`src/rtl/sar_adc_seq_pkg.sv`:
```
// Constants, register map and carrier types of the converter sequencer.
// Assumes a 100 MHz system clock and a 32-bit Avalon-MM register bus.
package sarseq_pkg;
   localparam int          CLK_MHZ       = 100;
   localparam int          RES_W         = 10;
   localparam int          CONV_TADS     = 11;
   localparam int          ABORT_TADS    = 2;
   localparam int          INSTR_CLKS    = 4;
   localparam int          ADDR_W        = 5;
   // Register byte offsets
   localparam logic [4:0]  OFF_CTRL      = 5'h00;
   localparam logic [4:0]  OFF_ANALOG    = 5'h04;
   localparam logic [4:0]  OFF_RES_HI    = 5'h08;
   localparam logic [4:0]  OFF_RES_LO    = 5'h0C;
   localparam logic [4:0]  OFF_FLAG      = 5'h10;
   localparam logic [4:0]  OFF_IRQEN     = 5'h14;
   // Control register fields
   localparam int          B_ENABLE      = 0;
   localparam int          B_GO          = 1;
   localparam int          B_CHAN        = 2;
   localparam int          B_REF         = 6;
   localparam int          B_FMT         = 7;
   // Analog select, flag and interrupt enable register fields; divider and SAR constants
   localparam int          B_CLKSEL      = 4;
   localparam logic [2:0]  CLKSEL_FRC    = 3'h6;
   localparam logic [3:0]  ANALOG_RST    = 4'hF;
   localparam int          B_DONE        = 0;
   localparam int          B_IRQEN       = 0;
   localparam logic [6:0]  DIV_BASE      = 7'h02;
   localparam logic [9:0]  SAR_MSB       = 10'h200;

   typedef enum logic [1:0] {SQ_IDLE, SQ_DELAY, SQ_CONV, SQ_ABORT} sarseq_state_t;

   typedef struct packed {
      logic                read;
      logic                write;
      logic [ADDR_W-1:0]   address;
      logic [31:0]         writedata;
      logic [3:0]          byteenable;
   } sarseq_avreq_t;

   typedef struct packed {
      logic [31:0]         readdata;
      logic                waitrequest;
   } sarseq_avrsp_t;

   typedef struct packed {
      logic [1:0]          channel;
      logic                refExternal;
      logic                analogOn;
      logic                sampleOpen;
      logic [RES_W-1:0]    trialCode;
   } sarseq_core_t;
endpackage

```
`src/rtl/sar_adc_sequencer.sv`:
```
// Successive-approximation converter sequencer with Avalon-MM register slave.
// Assumes an analog core with trial DAC and comparator, and a free running
// internal conversion oscillator on frcClk.
// Operation
// - Build a 10-bit result by successive approximation into the result pair.
// - Route the selected channel to the sample-and-hold input.
// - Positive reference is supply or external pin; negative always ground.
// - Seven conversion clocks: system clock over 2..64, or internal oscillator.
// - One conversion takes eleven bit periods, exactly eleven with a divided clock.
// - On completion clear go, set done flag, load both result registers.
// - Done flag is set on every completion regardless of interrupt enable.
// - Enabled interrupt on completion raises wake request during sleep.
// - Setting go starts a conversion only if enable was already set.
// - Clearing go mid-conversion aborts it; results keep previous value.
// - After abort wait two bit periods, then resume acquisition.
// - Reset returns all registers to reset, converter off, conversion ended.
// - With internal oscillator, start waits one extra instruction cycle.
// - Sleep, oscillator clock, interrupt off: power down after completion.
// - Sleep with divided clock aborts conversion and powers down.
// - Compare-unit trigger sets go in hardware and resets the timer.
// - Result is left or right justified by the format bit.
// - Left justified: high register holds result bits nine to two.
// - Enable clear disables the converter core.
//
// The Avalon-MM slave port and the register offsets were chosen for this implementation.
`timescale 1ns/10ps
module sar_adc_sequencer (
   input  wire logic                   clk,
   input  wire logic                   reset_n,
   input  wire sarseq_pkg::sarseq_avreq_t avReq,
   output wire sarseq_pkg::sarseq_avrsp_t avRsp,
   input  wire logic                   compHigh,
   input  wire logic                   frcClk,
   input  wire logic                   sleepActive,
   input  wire logic                   specialTrigger,
   output wire sarseq_pkg::sarseq_core_t core,
   output wire logic                   timerReset,
   output wire logic                   wakeIrq
);
   typedef struct packed {
      sarseq_pkg::sarseq_state_t       state;
      logic                            enable;
      logic                            go;
      logic [1:0]                      channel;
      logic                            refExt;
      logic                            fmtRight;
      logic [2:0]                      clkSel;
      logic [3:0]                      anaSel;
      logic [7:0]                      resHi;
      logic [7:0]                      resLo;
      logic                            doneFlag;
      logic                            irqEn;
      logic [9:0]                      sar;
      logic [3:0]                      tadCnt;
      logic [6:0]                      divCnt;
      logic [2:0]                      dlyCnt;
      logic                            powerDown;
      logic                            compS1;
      logic                            compS2;
      logic                            frcS1;
      logic                            frcS2;
      logic                            frcS3;
      sarseq_pkg::sarseq_avrsp_t       rsp;
      sarseq_pkg::sarseq_core_t        pins;
      logic                            timerRst;
      logic                            wake;
   } sarseq_regs_t;

   sarseq_regs_t                       s;
   sarseq_regs_t                       next_s;
   logic                               rstS1;
   logic                               rstS2;

   always_ff @(posedge clk or negedge reset_n) begin
      if (!reset_n) begin
         rstS1 <= 1'b0;
         rstS2 <= 1'b0;
      end else begin
         rstS1 <= 1'b1;
         rstS2 <= rstS1;
      end
   end

   logic                               frcSel;
   logic                               frcEdge;
   logic [6:0]                         divLast;
   logic                               tadTick;
   logic                               access;
   logic                               wrOk;
   logic [7:0]                         wd;
   logic                               startReq;
   logic                               clrDone;
   logic                               setDone;
   logic [9:0]                         decided;
   logic [3:0]                         bitPos;

   always_comb begin
      next_s = s;
      decided = s.sar;
      bitPos = 4'(sarseq_pkg::CONV_TADS - 1) - s.tadCnt;
      setDone = 1'b0;
      clrDone = 1'b0;
      startReq = 1'b0;
      next_s.timerRst = 1'b0;
      // Synchronisers for the comparator and the oscillator
      next_s.compS1 = compHigh;
      next_s.compS2 = s.compS1;
      next_s.frcS1 = frcClk;
      next_s.frcS2 = s.frcS1;
      next_s.frcS3 = s.frcS2;
      frcSel = (s.clkSel >= sarseq_pkg::CLKSEL_FRC);
      frcEdge = s.frcS2 & ~s.frcS3;
      divLast = 7'((sarseq_pkg::DIV_BASE << s.clkSel) - 7'h01);
      tadTick = frcSel ? frcEdge : (s.divCnt == divLast);
      next_s.divCnt = (tadTick || frcSel) ? 7'h00 : 7'(s.divCnt + 7'h01);
      access = (avReq.read || avReq.write) && !s.rsp.waitrequest;
      wrOk = access && avReq.write && avReq.byteenable[0];
      wd = avReq.writedata[7:0];

      // Conversion sequencing
      unique case (s.state)
         sarseq_pkg::SQ_IDLE: begin
            next_s.tadCnt = 4'h0;
         end
         sarseq_pkg::SQ_DELAY: begin
            next_s.dlyCnt = 3'(s.dlyCnt + 3'h1);
            if (s.dlyCnt == 3'(sarseq_pkg::INSTR_CLKS - 1)) begin
               next_s.state = sarseq_pkg::SQ_CONV;
               next_s.divCnt = 7'h00;
               next_s.tadCnt = 4'h0;
            end
         end
         sarseq_pkg::SQ_CONV: begin
            if (tadTick) begin
               next_s.tadCnt = 4'(s.tadCnt + 4'h1);
               if (s.tadCnt == 4'h0) begin
                  next_s.sar = sarseq_pkg::SAR_MSB;
               end else begin
                  if (!s.compS2) begin
                     decided[bitPos] = 1'b0;
                  end
                  if (bitPos != 4'h0) begin
                     decided[bitPos - 4'h1] = 1'b1;
                  end
                  next_s.sar = decided;
               end
               if (s.tadCnt == 4'(sarseq_pkg::CONV_TADS - 1)) begin
                  next_s.state = sarseq_pkg::SQ_IDLE;
                  next_s.go = 1'b0;
                  setDone = 1'b1;
                  if (s.fmtRight) begin
                     next_s.resHi = {6'h00, decided[9:8]};
                     next_s.resLo = decided[7:0];
                  end else begin
                     next_s.resHi = decided[9:2];
                     next_s.resLo = {decided[1:0], 6'h00};
                  end
                  if (sleepActive && frcSel && !s.irqEn) begin
                     next_s.powerDown = 1'b1;
                  end
               end
            end
         end
         sarseq_pkg::SQ_ABORT: begin
            if (tadTick) begin
               next_s.tadCnt = 4'(s.tadCnt + 4'h1);
               if (s.tadCnt == 4'(sarseq_pkg::ABORT_TADS - 1)) begin
                  next_s.state = sarseq_pkg::SQ_IDLE;
               end
            end
         end
      endcase

      // Register writes
      if (wrOk) begin
         unique case (avReq.address)
            sarseq_pkg::OFF_CTRL: begin
               next_s.enable = wd[sarseq_pkg::B_ENABLE];
               next_s.channel = wd[sarseq_pkg::B_CHAN +: 2];
               next_s.refExt = wd[sarseq_pkg::B_REF];
               next_s.fmtRight = wd[sarseq_pkg::B_FMT];
               if (wd[sarseq_pkg::B_GO] && !s.go) begin
                  startReq = 1'b1;
               end
               if (!wd[sarseq_pkg::B_GO] && s.go) begin
                  next_s.go = 1'b0;
                  next_s.sar = s.sar;
                  next_s.resHi = s.resHi;
                  next_s.resLo = s.resLo;
                  setDone = 1'b0;
                  next_s.state = sarseq_pkg::SQ_ABORT;
                  next_s.tadCnt = 4'h0;
                  next_s.divCnt = 7'h00;
               end
            end
            sarseq_pkg::OFF_ANALOG: begin
               next_s.clkSel = wd[sarseq_pkg::B_CLKSEL +: 3];
               next_s.anaSel = wd[3:0];
            end
            sarseq_pkg::OFF_FLAG: begin
               clrDone = !wd[sarseq_pkg::B_DONE];
            end
            sarseq_pkg::OFF_IRQEN: begin
               next_s.irqEn = wd[sarseq_pkg::B_IRQEN];
            end
            default: begin
            end
         endcase
      end

      // Hardware trigger from the compare unit
      if (specialTrigger) begin
         next_s.timerRst = 1'b1;
         startReq = 1'b1;
      end

      // Start only from an already enabled, idle converter
      if (startReq && s.enable && !s.go && s.state == sarseq_pkg::SQ_IDLE && !s.powerDown) begin
         next_s.go = 1'b1;
         next_s.divCnt = 7'h00;
         next_s.tadCnt = 4'h0;
         next_s.dlyCnt = 3'h0;
         next_s.state = frcSel ? sarseq_pkg::SQ_DELAY : sarseq_pkg::SQ_CONV;
      end

      // Sleep with a divided clock kills the conversion
      if (sleepActive && !frcSel && s.enable) begin
         next_s.powerDown = 1'b1;
         if (s.go) begin
            next_s.go = 1'b0;
            setDone = 1'b0;
            next_s.resHi = s.resHi;
            next_s.resLo = s.resLo;
            next_s.state = sarseq_pkg::SQ_ABORT;
            next_s.tadCnt = 4'h0;
         end
      end
      if (!sleepActive) begin
         next_s.powerDown = 1'b0;
      end

      // Disabling the converter ends everything
      if (!next_s.enable) begin
         next_s.go = 1'b0;
         next_s.state = sarseq_pkg::SQ_IDLE;
         setDone = (s.state == sarseq_pkg::SQ_CONV) && setDone && s.enable;
      end

      // Done flag: set wins over the software clear
      if (setDone) begin
         next_s.doneFlag = 1'b1;
      end else if (clrDone) begin
         next_s.doneFlag = 1'b0;
      end

      // Bus handshake: one wait cycle, then the access edge
      next_s.rsp.waitrequest = !((avReq.read || avReq.write) && s.rsp.waitrequest);
      next_s.rsp.readdata = 32'h0000_0000;
      if ((avReq.read || avReq.write) && s.rsp.waitrequest) begin
         unique case (avReq.address)
            sarseq_pkg::OFF_CTRL: begin
               next_s.rsp.readdata[7:0] = {s.fmtRight, s.refExt, 2'h0, s.channel, s.go, s.enable};
            end
            sarseq_pkg::OFF_ANALOG: begin
               next_s.rsp.readdata[6:0] = {s.clkSel, s.anaSel};
            end
            sarseq_pkg::OFF_RES_HI: begin
               next_s.rsp.readdata[7:0] = s.resHi;
            end
            sarseq_pkg::OFF_RES_LO: begin
               next_s.rsp.readdata[7:0] = s.resLo;
            end
            sarseq_pkg::OFF_FLAG: begin
               next_s.rsp.readdata[sarseq_pkg::B_DONE] = s.doneFlag;
            end
            sarseq_pkg::OFF_IRQEN: begin
               next_s.rsp.readdata[sarseq_pkg::B_IRQEN] = s.irqEn;
            end
            default: begin
            end
         endcase
      end

      // Core pins and side outputs
      next_s.pins.channel = next_s.channel;
      next_s.pins.refExternal = next_s.refExt;
      next_s.pins.analogOn = next_s.enable && !next_s.powerDown;
      next_s.pins.sampleOpen = (next_s.state == sarseq_pkg::SQ_CONV);
      next_s.pins.trialCode = next_s.sar;
      next_s.wake = next_s.doneFlag && next_s.irqEn;
   end

   always_ff @(posedge clk or negedge rstS2) begin
      if (!rstS2) begin
         s <= '0;
         s.state <= sarseq_pkg::SQ_IDLE;
         s.anaSel <= sarseq_pkg::ANALOG_RST;
         s.rsp.waitrequest <= 1'b1;
      end else begin
         s <= next_s;
      end
   end

   assign avRsp = s.rsp;
   assign core = s.pins;
   assign timerReset = s.timerRst;
   assign wakeIrq = s.wake;
endmodule

```
`config.mk`:
```
export PLATFORM = sky130hd
export DESIGN_NAME = sar_adc_sequencer
export DESIGN_NICKNAME = d
export VERILOG_FILES = /design/src/rtl/sar_adc_seq_pkg.sv /design/src/rtl/sar_adc_sequencer.sv
export SDC_FILE = /design/constraint.sdc
export NUM_CORES = 1
export LEC_CHECK = 0
export BUFFER_PORTS_ARGS = -buffer_cell sky130_fd_sc_hd__clkbuf_2
export CAP_MARGIN = 25
export CORE_MARGIN = 5
export CORE_UTILIZATION = 45
export CTS_CLUSTER_SIZE = 14
export DETAILED_ROUTE_END_ITERATION = 6
export HOLD_SLACK_MARGIN = 0.05
export PLACE_DENSITY = 0.8
export REMOVE_ABC_BUFFERS = 1
export SLEW_MARGIN = 20
export SYNTH_ARGS = -nofsm -noshare
export SYNTH_HDL_FRONTEND = slang
export SYNTH_SLANG_ARGS = --single-unit
export TNS_END_PERCENT = 100
```
`constraint.sdc`:
```
create_clock -name clk -period 3.22 [get_ports clk]
set_input_delay 0.644 -clock clk [delete_from_list [all_inputs] [get_ports clk]]
set_output_delay 0.644 -clock clk [all_outputs]
set_load 0.03 [all_outputs]
```
==> report_table.html <==
<table>
<tr><th>Metric</th><th>Value</th></tr>
<tr><th colspan="2">Run status</th></tr>
<tr><td>Result of the run</td><td>finished clean</td></tr>
<tr><th colspan="2">Clock tree</th></tr>
<tr><td>Clock edge transition at the registers on the reported setup and hold paths</td><td>~0.080 ns</td></tr>
<tr><td>CTS sink count</td><td>78</td></tr>
<tr><td>Clock latency of the later-clocked register in the worst-skew pair</td><td>0.37 ns</td></tr>
<tr><td>Post-CTS Repair Setup Buffers</td><td>0</td></tr>
<tr><td>Number of buffers on the longest clock path</td><td>2</td></tr>
<tr><td>Root buffer cell</td><td>sky130_fd_sc_hd__clkbuf_8</td></tr>
<tr><td>Post-CTS Resized</td><td>0</td></tr>
<tr><td>Number of H-tree levels</td><td>3</td></tr>
<tr><td>Clock tree from TritonCTS</td><td>done</td></tr>
<tr><td>Number of buffers created by CTS</td><td>9</td></tr>
<tr><th colspan="2">Floorplan</th></tr>
<tr><td>Die span in x</td><td>114 um</td></tr>
<tr><td>Number of cell rows</td><td>38</td></tr>
<tr><td>Die Height</td><td>114 um</td></tr>
<tr><td>Total core area</td><td>10700 um2</td></tr>
<tr><td>Full die area</td><td>13000 um2</td></tr>
<tr><td>Initial Utilization</td><td>~45%</td></tr>
<tr><td>Number of I/O pins</td><td>99</td></tr>
<tr><th colspan="2">Yosys</th></tr>
<tr><td>Gate count after technology mapping</td><td>~500</td></tr>
<tr><td>Count of cell types in the netlist</td><td>77</td></tr>
<tr><td>Yosys top cell area share</td><td>37.6%</td></tr>
<tr><td>Most frequently used cell type in the post-synthesis netlist</td><td>sky130_fd_sc_hd__dfrtp_1</td></tr>
<tr><td>Main area contributors after synthesis</td><td>sky130_fd_sc_hd__dfrtp_1, sky130_fd_sc_hd__buf_4, sky130_fd_sc_hd__nor2_1</td></tr>
<tr><td>Share of synthesized area occupied by flip-flops and latches</td><td>40.3%</td></tr>
<tr><td>Share of flip-flops with an asynchronous set or reset after synthesis</td><td>100%</td></tr>
<tr><td>Mean instance size in the synthesized netlist</td><td>9.91 um2</td></tr>
<tr><td>Top cell type by total area after synthesis</td><td>sky130_fd_sc_hd__dfrtp_1</td></tr>
<tr><td>Count of state elements after synthesis</td><td>78</td></tr>
<tr><td>Most instantiated cells after synthesis</td><td>sky130_fd_sc_hd__dfrtp_1, sky130_fd_sc_hd__buf_4, sky130_fd_sc_hd__nor2_1</td></tr>
<tr><td>Number of enable-type register cells in the synthesized netlist</td><td>0</td></tr>
<tr><td>Primary FF master, synth</td><td>sky130_fd_sc_hd__dfrtp_1</td></tr>
<tr><td>Synth warnings</td><td>0</td></tr>
<tr><td>Post-synth design cell area</td><td>4860 um2</td></tr>
<tr><th colspan="2">Routing</th></tr>
<tr><td>Number of iterations in the first detailed-routing pass</td><td>7</td></tr>
<tr><td>Average wire per cell in the routed design</td><td>between 15 and 20 um</td></tr>
<tr><td>Number of nets with antenna violations after detailed routing</td><td>0</td></tr>
<tr><td>Iter 0 DRT Violations</td><td>236</td></tr>
<tr><td>Vias per cell</td><td>5.66</td></tr>
<tr><td>Sum of routed wire length over all layers</td><td>11600 um</td></tr>
<tr><td>Via count of the routed design</td><td>3704</td></tr>
<tr><td>Residual DRC count</td><td>0</td></tr>
<tr><th colspan="2">Power and ir drop</th></tr>
<tr><td>Reported net switching power</td><td>767 uW</td></tr>
<tr><td>Cell Int Power</td><td>about 1700 uW</td></tr>
<tr><td>Logic pwr share</td><td>18.0%</td></tr>
<tr><td>Seq pwr share</td><td>47.6%</td></tr>
<tr><td>Cell area power density</td><td>472 nW/um2</td></tr>
<tr><td>Switching fraction of total power</td><td>between 30% and 40%</td></tr>
<tr><td>Reported leakage power</td><td>0.00233 uW</td></tr>
<tr><td>Clock share of power</td><td>about a third</td></tr>
<tr><td>Peak supply drop</td><td>0.247 mV</td></tr>
<tr><th colspan="2">Timing</th></tr>
<tr><td>Finish-stage setup viols</td><td>0</td></tr>
<tr><td>Final-report hold violation count</td><td>0</td></tr>
<tr><td>Clock skew after layout</td><td>0.0118 ns</td></tr>
<tr><td>Setup repair after global routing missed its margin</td><td>no</td></tr>
<tr><td>Slew HR</td><td>46.3%</td></tr>
<tr><td>Final period util</td><td>between 90% and 100%</td></tr>
<tr><td>Total negative setup slack</td><td>0 ns</td></tr>
<tr><td>Top achievable clock speed</td><td>337 MHz</td></tr>
<tr><td>Final min period</td><td>around 3.0 ns</td></tr>
<tr><td>Number of max-slew violations in the final report</td><td>0</td></tr>
<tr><td>Worst Tran Pin Value</td><td>around 0.80 ns</td></tr>
<tr><th colspan="2">Setup path</th></tr>
<tr><td>CP endpoint kind</td><td>flop</td></tr>
<tr><td>Launching element of the worst setup path</td><td>s[67]</td></tr>
<tr><td>CP Data Required Time</td><td>3.47 ns</td></tr>
<tr><td>Critical path arrival</td><td>3.22 ns</td></tr>
<tr><td>Startpoint of the most critical register-to-register path</td><td>s[67]</td></tr>
<tr><td>Worst Setup Start Kind</td><td>flop</td></tr>
<tr><td>Category of the critical setup timing path</td><td>reg2reg</td></tr>
<tr><td>Largest fanout on the critical path</td><td>11</td></tr>
<tr><th colspan="2">Placed design</th></tr>
<tr><td>Count of input and output buffers</td><td>47</td></tr>
<tr><td>Half-perimeter wire length after placement</td><td>a little over 8000 um</td></tr>
<tr><td>Placer's final routability congestion estimate</td><td>0.947</td></tr>
<tr><th colspan="2">Global route</th></tr>
<tr><td>Wire length of the first global-routing pass</td><td>18600 um</td></tr>
<tr><td>Via count of the first global-routing pass</td><td>3755</td></tr>
<tr><td>Combined global-route utilization of all metal layers</td><td>between 15 and 20%</td></tr>
<tr><td>Pin count of the biggest net entering global routing</td><td>77</td></tr>
<tr><td>Total grt overflow</td><td>0</td></tr>
<tr><td>Antenna violations before repair</td><td>0</td></tr>
<tr><th colspan="2">Layout</th></tr>
<tr><td>Fraction of the core area covered by cells at the end of the flow</td><td>about 50%</td></tr>
<tr><td>Area growth from synthesis to layout</td><td>7.06%</td></tr>
<tr><td>Area of combinational cells with multiple inputs</td><td>around 2400 um2</td></tr>
<tr><td>Layout filler cell count</td><td>962</td></tr>
<tr><td>Fraction of final layout cells sized beyond drive strength 1</td><td>a little under a quarter</td></tr>
<tr><td>Ant diodes</td><td>0</td></tr>
<tr><td>FF/Latch Area</td><td>between 1500 and 2000 um2</td></tr>
<tr><td>NumNets Final</td><td>567</td></tr>
<tr><th colspan="2">Hold path</th></tr>
<tr><td>Type of the tightest min-delay check</td><td>reg2async</td></tr>
<tr><th colspan="2">Run</th></tr>
<tr><td>Max-cap viol count</td><td>0</td></tr>
</table>
[kinds of logic (layout without fill, tap and decap cells)]
kind of cell,after synthesis,count (layout),synth area share (%)
AND/OR/NAND/NOR,160,160,18.4
buffers and inverters,90,91,11.3
adder cells (fa/ha/maj),9,9,2.32
AO/OA/AOI/OAI,100,100,15.4
XOR/XNOR,12,12,2.32
multiplexers,39,39,9.74
flip-flops,78,78,40.3
other,2,25,0.155
[worst max-delay path, cell delays in order, from the launching register on]
cell	delay (ns)
sky130_fd_sc_hd__dfrtp_1	0.56
sky130_fd_sc_hd__inv_1	0.17
sky130_fd_sc_hd__ha_1	0.36
sky130_fd_sc_hd__nor2b_1	0.16
sky130_fd_sc_hd__o31ai_2	0.40
sky130_fd_sc_hd__xor2_2	0.43
sky130_fd_sc_hd__a2bb2oi_1	0.35
sky130_fd_sc_hd__nor2_1	0.10
sky130_fd_sc_hd__mux2_1	0.31
[power by group through the flow]
stage          Clock, uW  Sequential, uW  Combinational (uW)
6_report             844            1170                 441
5_1_grt              890            1180                 491
4_1_cts              854            1180                 424
3_5_place_dp           0            1200                 420
3_3_place_gp           0            1190                 401
2_1_floorplan          0            1180                 313
[area by class of cell]
cell class              instances  share of cell area, %
inverters                      16                   1.16
repair buffers                 59                   6.69
flip-flops and latches         78                   37.7
clock inverters                 6                   1.78
multi-input cells             345                   46.8
clock buffers                  10                   2.45
well taps                     140                   3.37
[per-layer routing]
metal	GRT usage, %	routed length, um	vias up
li1	-	-	1728
met1	23.9	5050	1834
met2	29.7	5680	120
met3	2.71	548	22
met4	8.95	321	0
met5	0	0	-
[sequential cells by signal, indices dropped and copies added, names as in the netlist]
signal	count
avRsp	9
wakeIrq	1
rstS1	1
rstS2	1
s	47
core	15
timerReset	1
next_s	3
[metrics by stage]
| stage | cells | total power [uW] | setup slack, ns | cell area [um2] | hold WS, ns |
|---|---|---|---|---|---|
| floorplan | 439 | 1500 | 0.414 | 4450 | 0.331 |
| global placement | 636 | 1590 | 0.422 | 4940 | 0.335 |
| detailed placement | 636 | 1620 | 0.285 | 4940 | 0.337 |
| CTS | 653 | 2460 | 0.289 | 5170 | 0.356 |
| global route | 654 | 2560 | 0.109 | 5200 | 0.227 |
| finish | 654 | 2450 | 0.251 | 5200 | 0.202 |
[layout by cell type (no fill, tap or decap), drive strengths merged, types with 11 or more instances in the layout]
cell    instances
nand3          14
a21oi          14
buf            11
dfrtp          73
o21ai          20
mux2           26
conb           25
nand2          23
inv            18
nand2b         11
nor2           49
clkbuf         57
[what timing repair did]
| item | CTS | global route |
|---|---|---|
| endpoints found under the setup margin | 0 | 0 |
| endpoints found under the hold margin | 2 | 0 |
| hold buffers | 1 | 0 |
[path summary, 6_finish.rpt]
kind	end	slack, ns	cells past startpoint
max	s[84]	0.25	8
min	core[8]	0.20	0
max reg2reg	s[84]	0.25	8
min reg2reg	core[8]	0.20	0
max in group asynchronous	s[101]	2.40	1
min in group clk	s[53]	0.35	0
(Power assumes the default switching activity.)
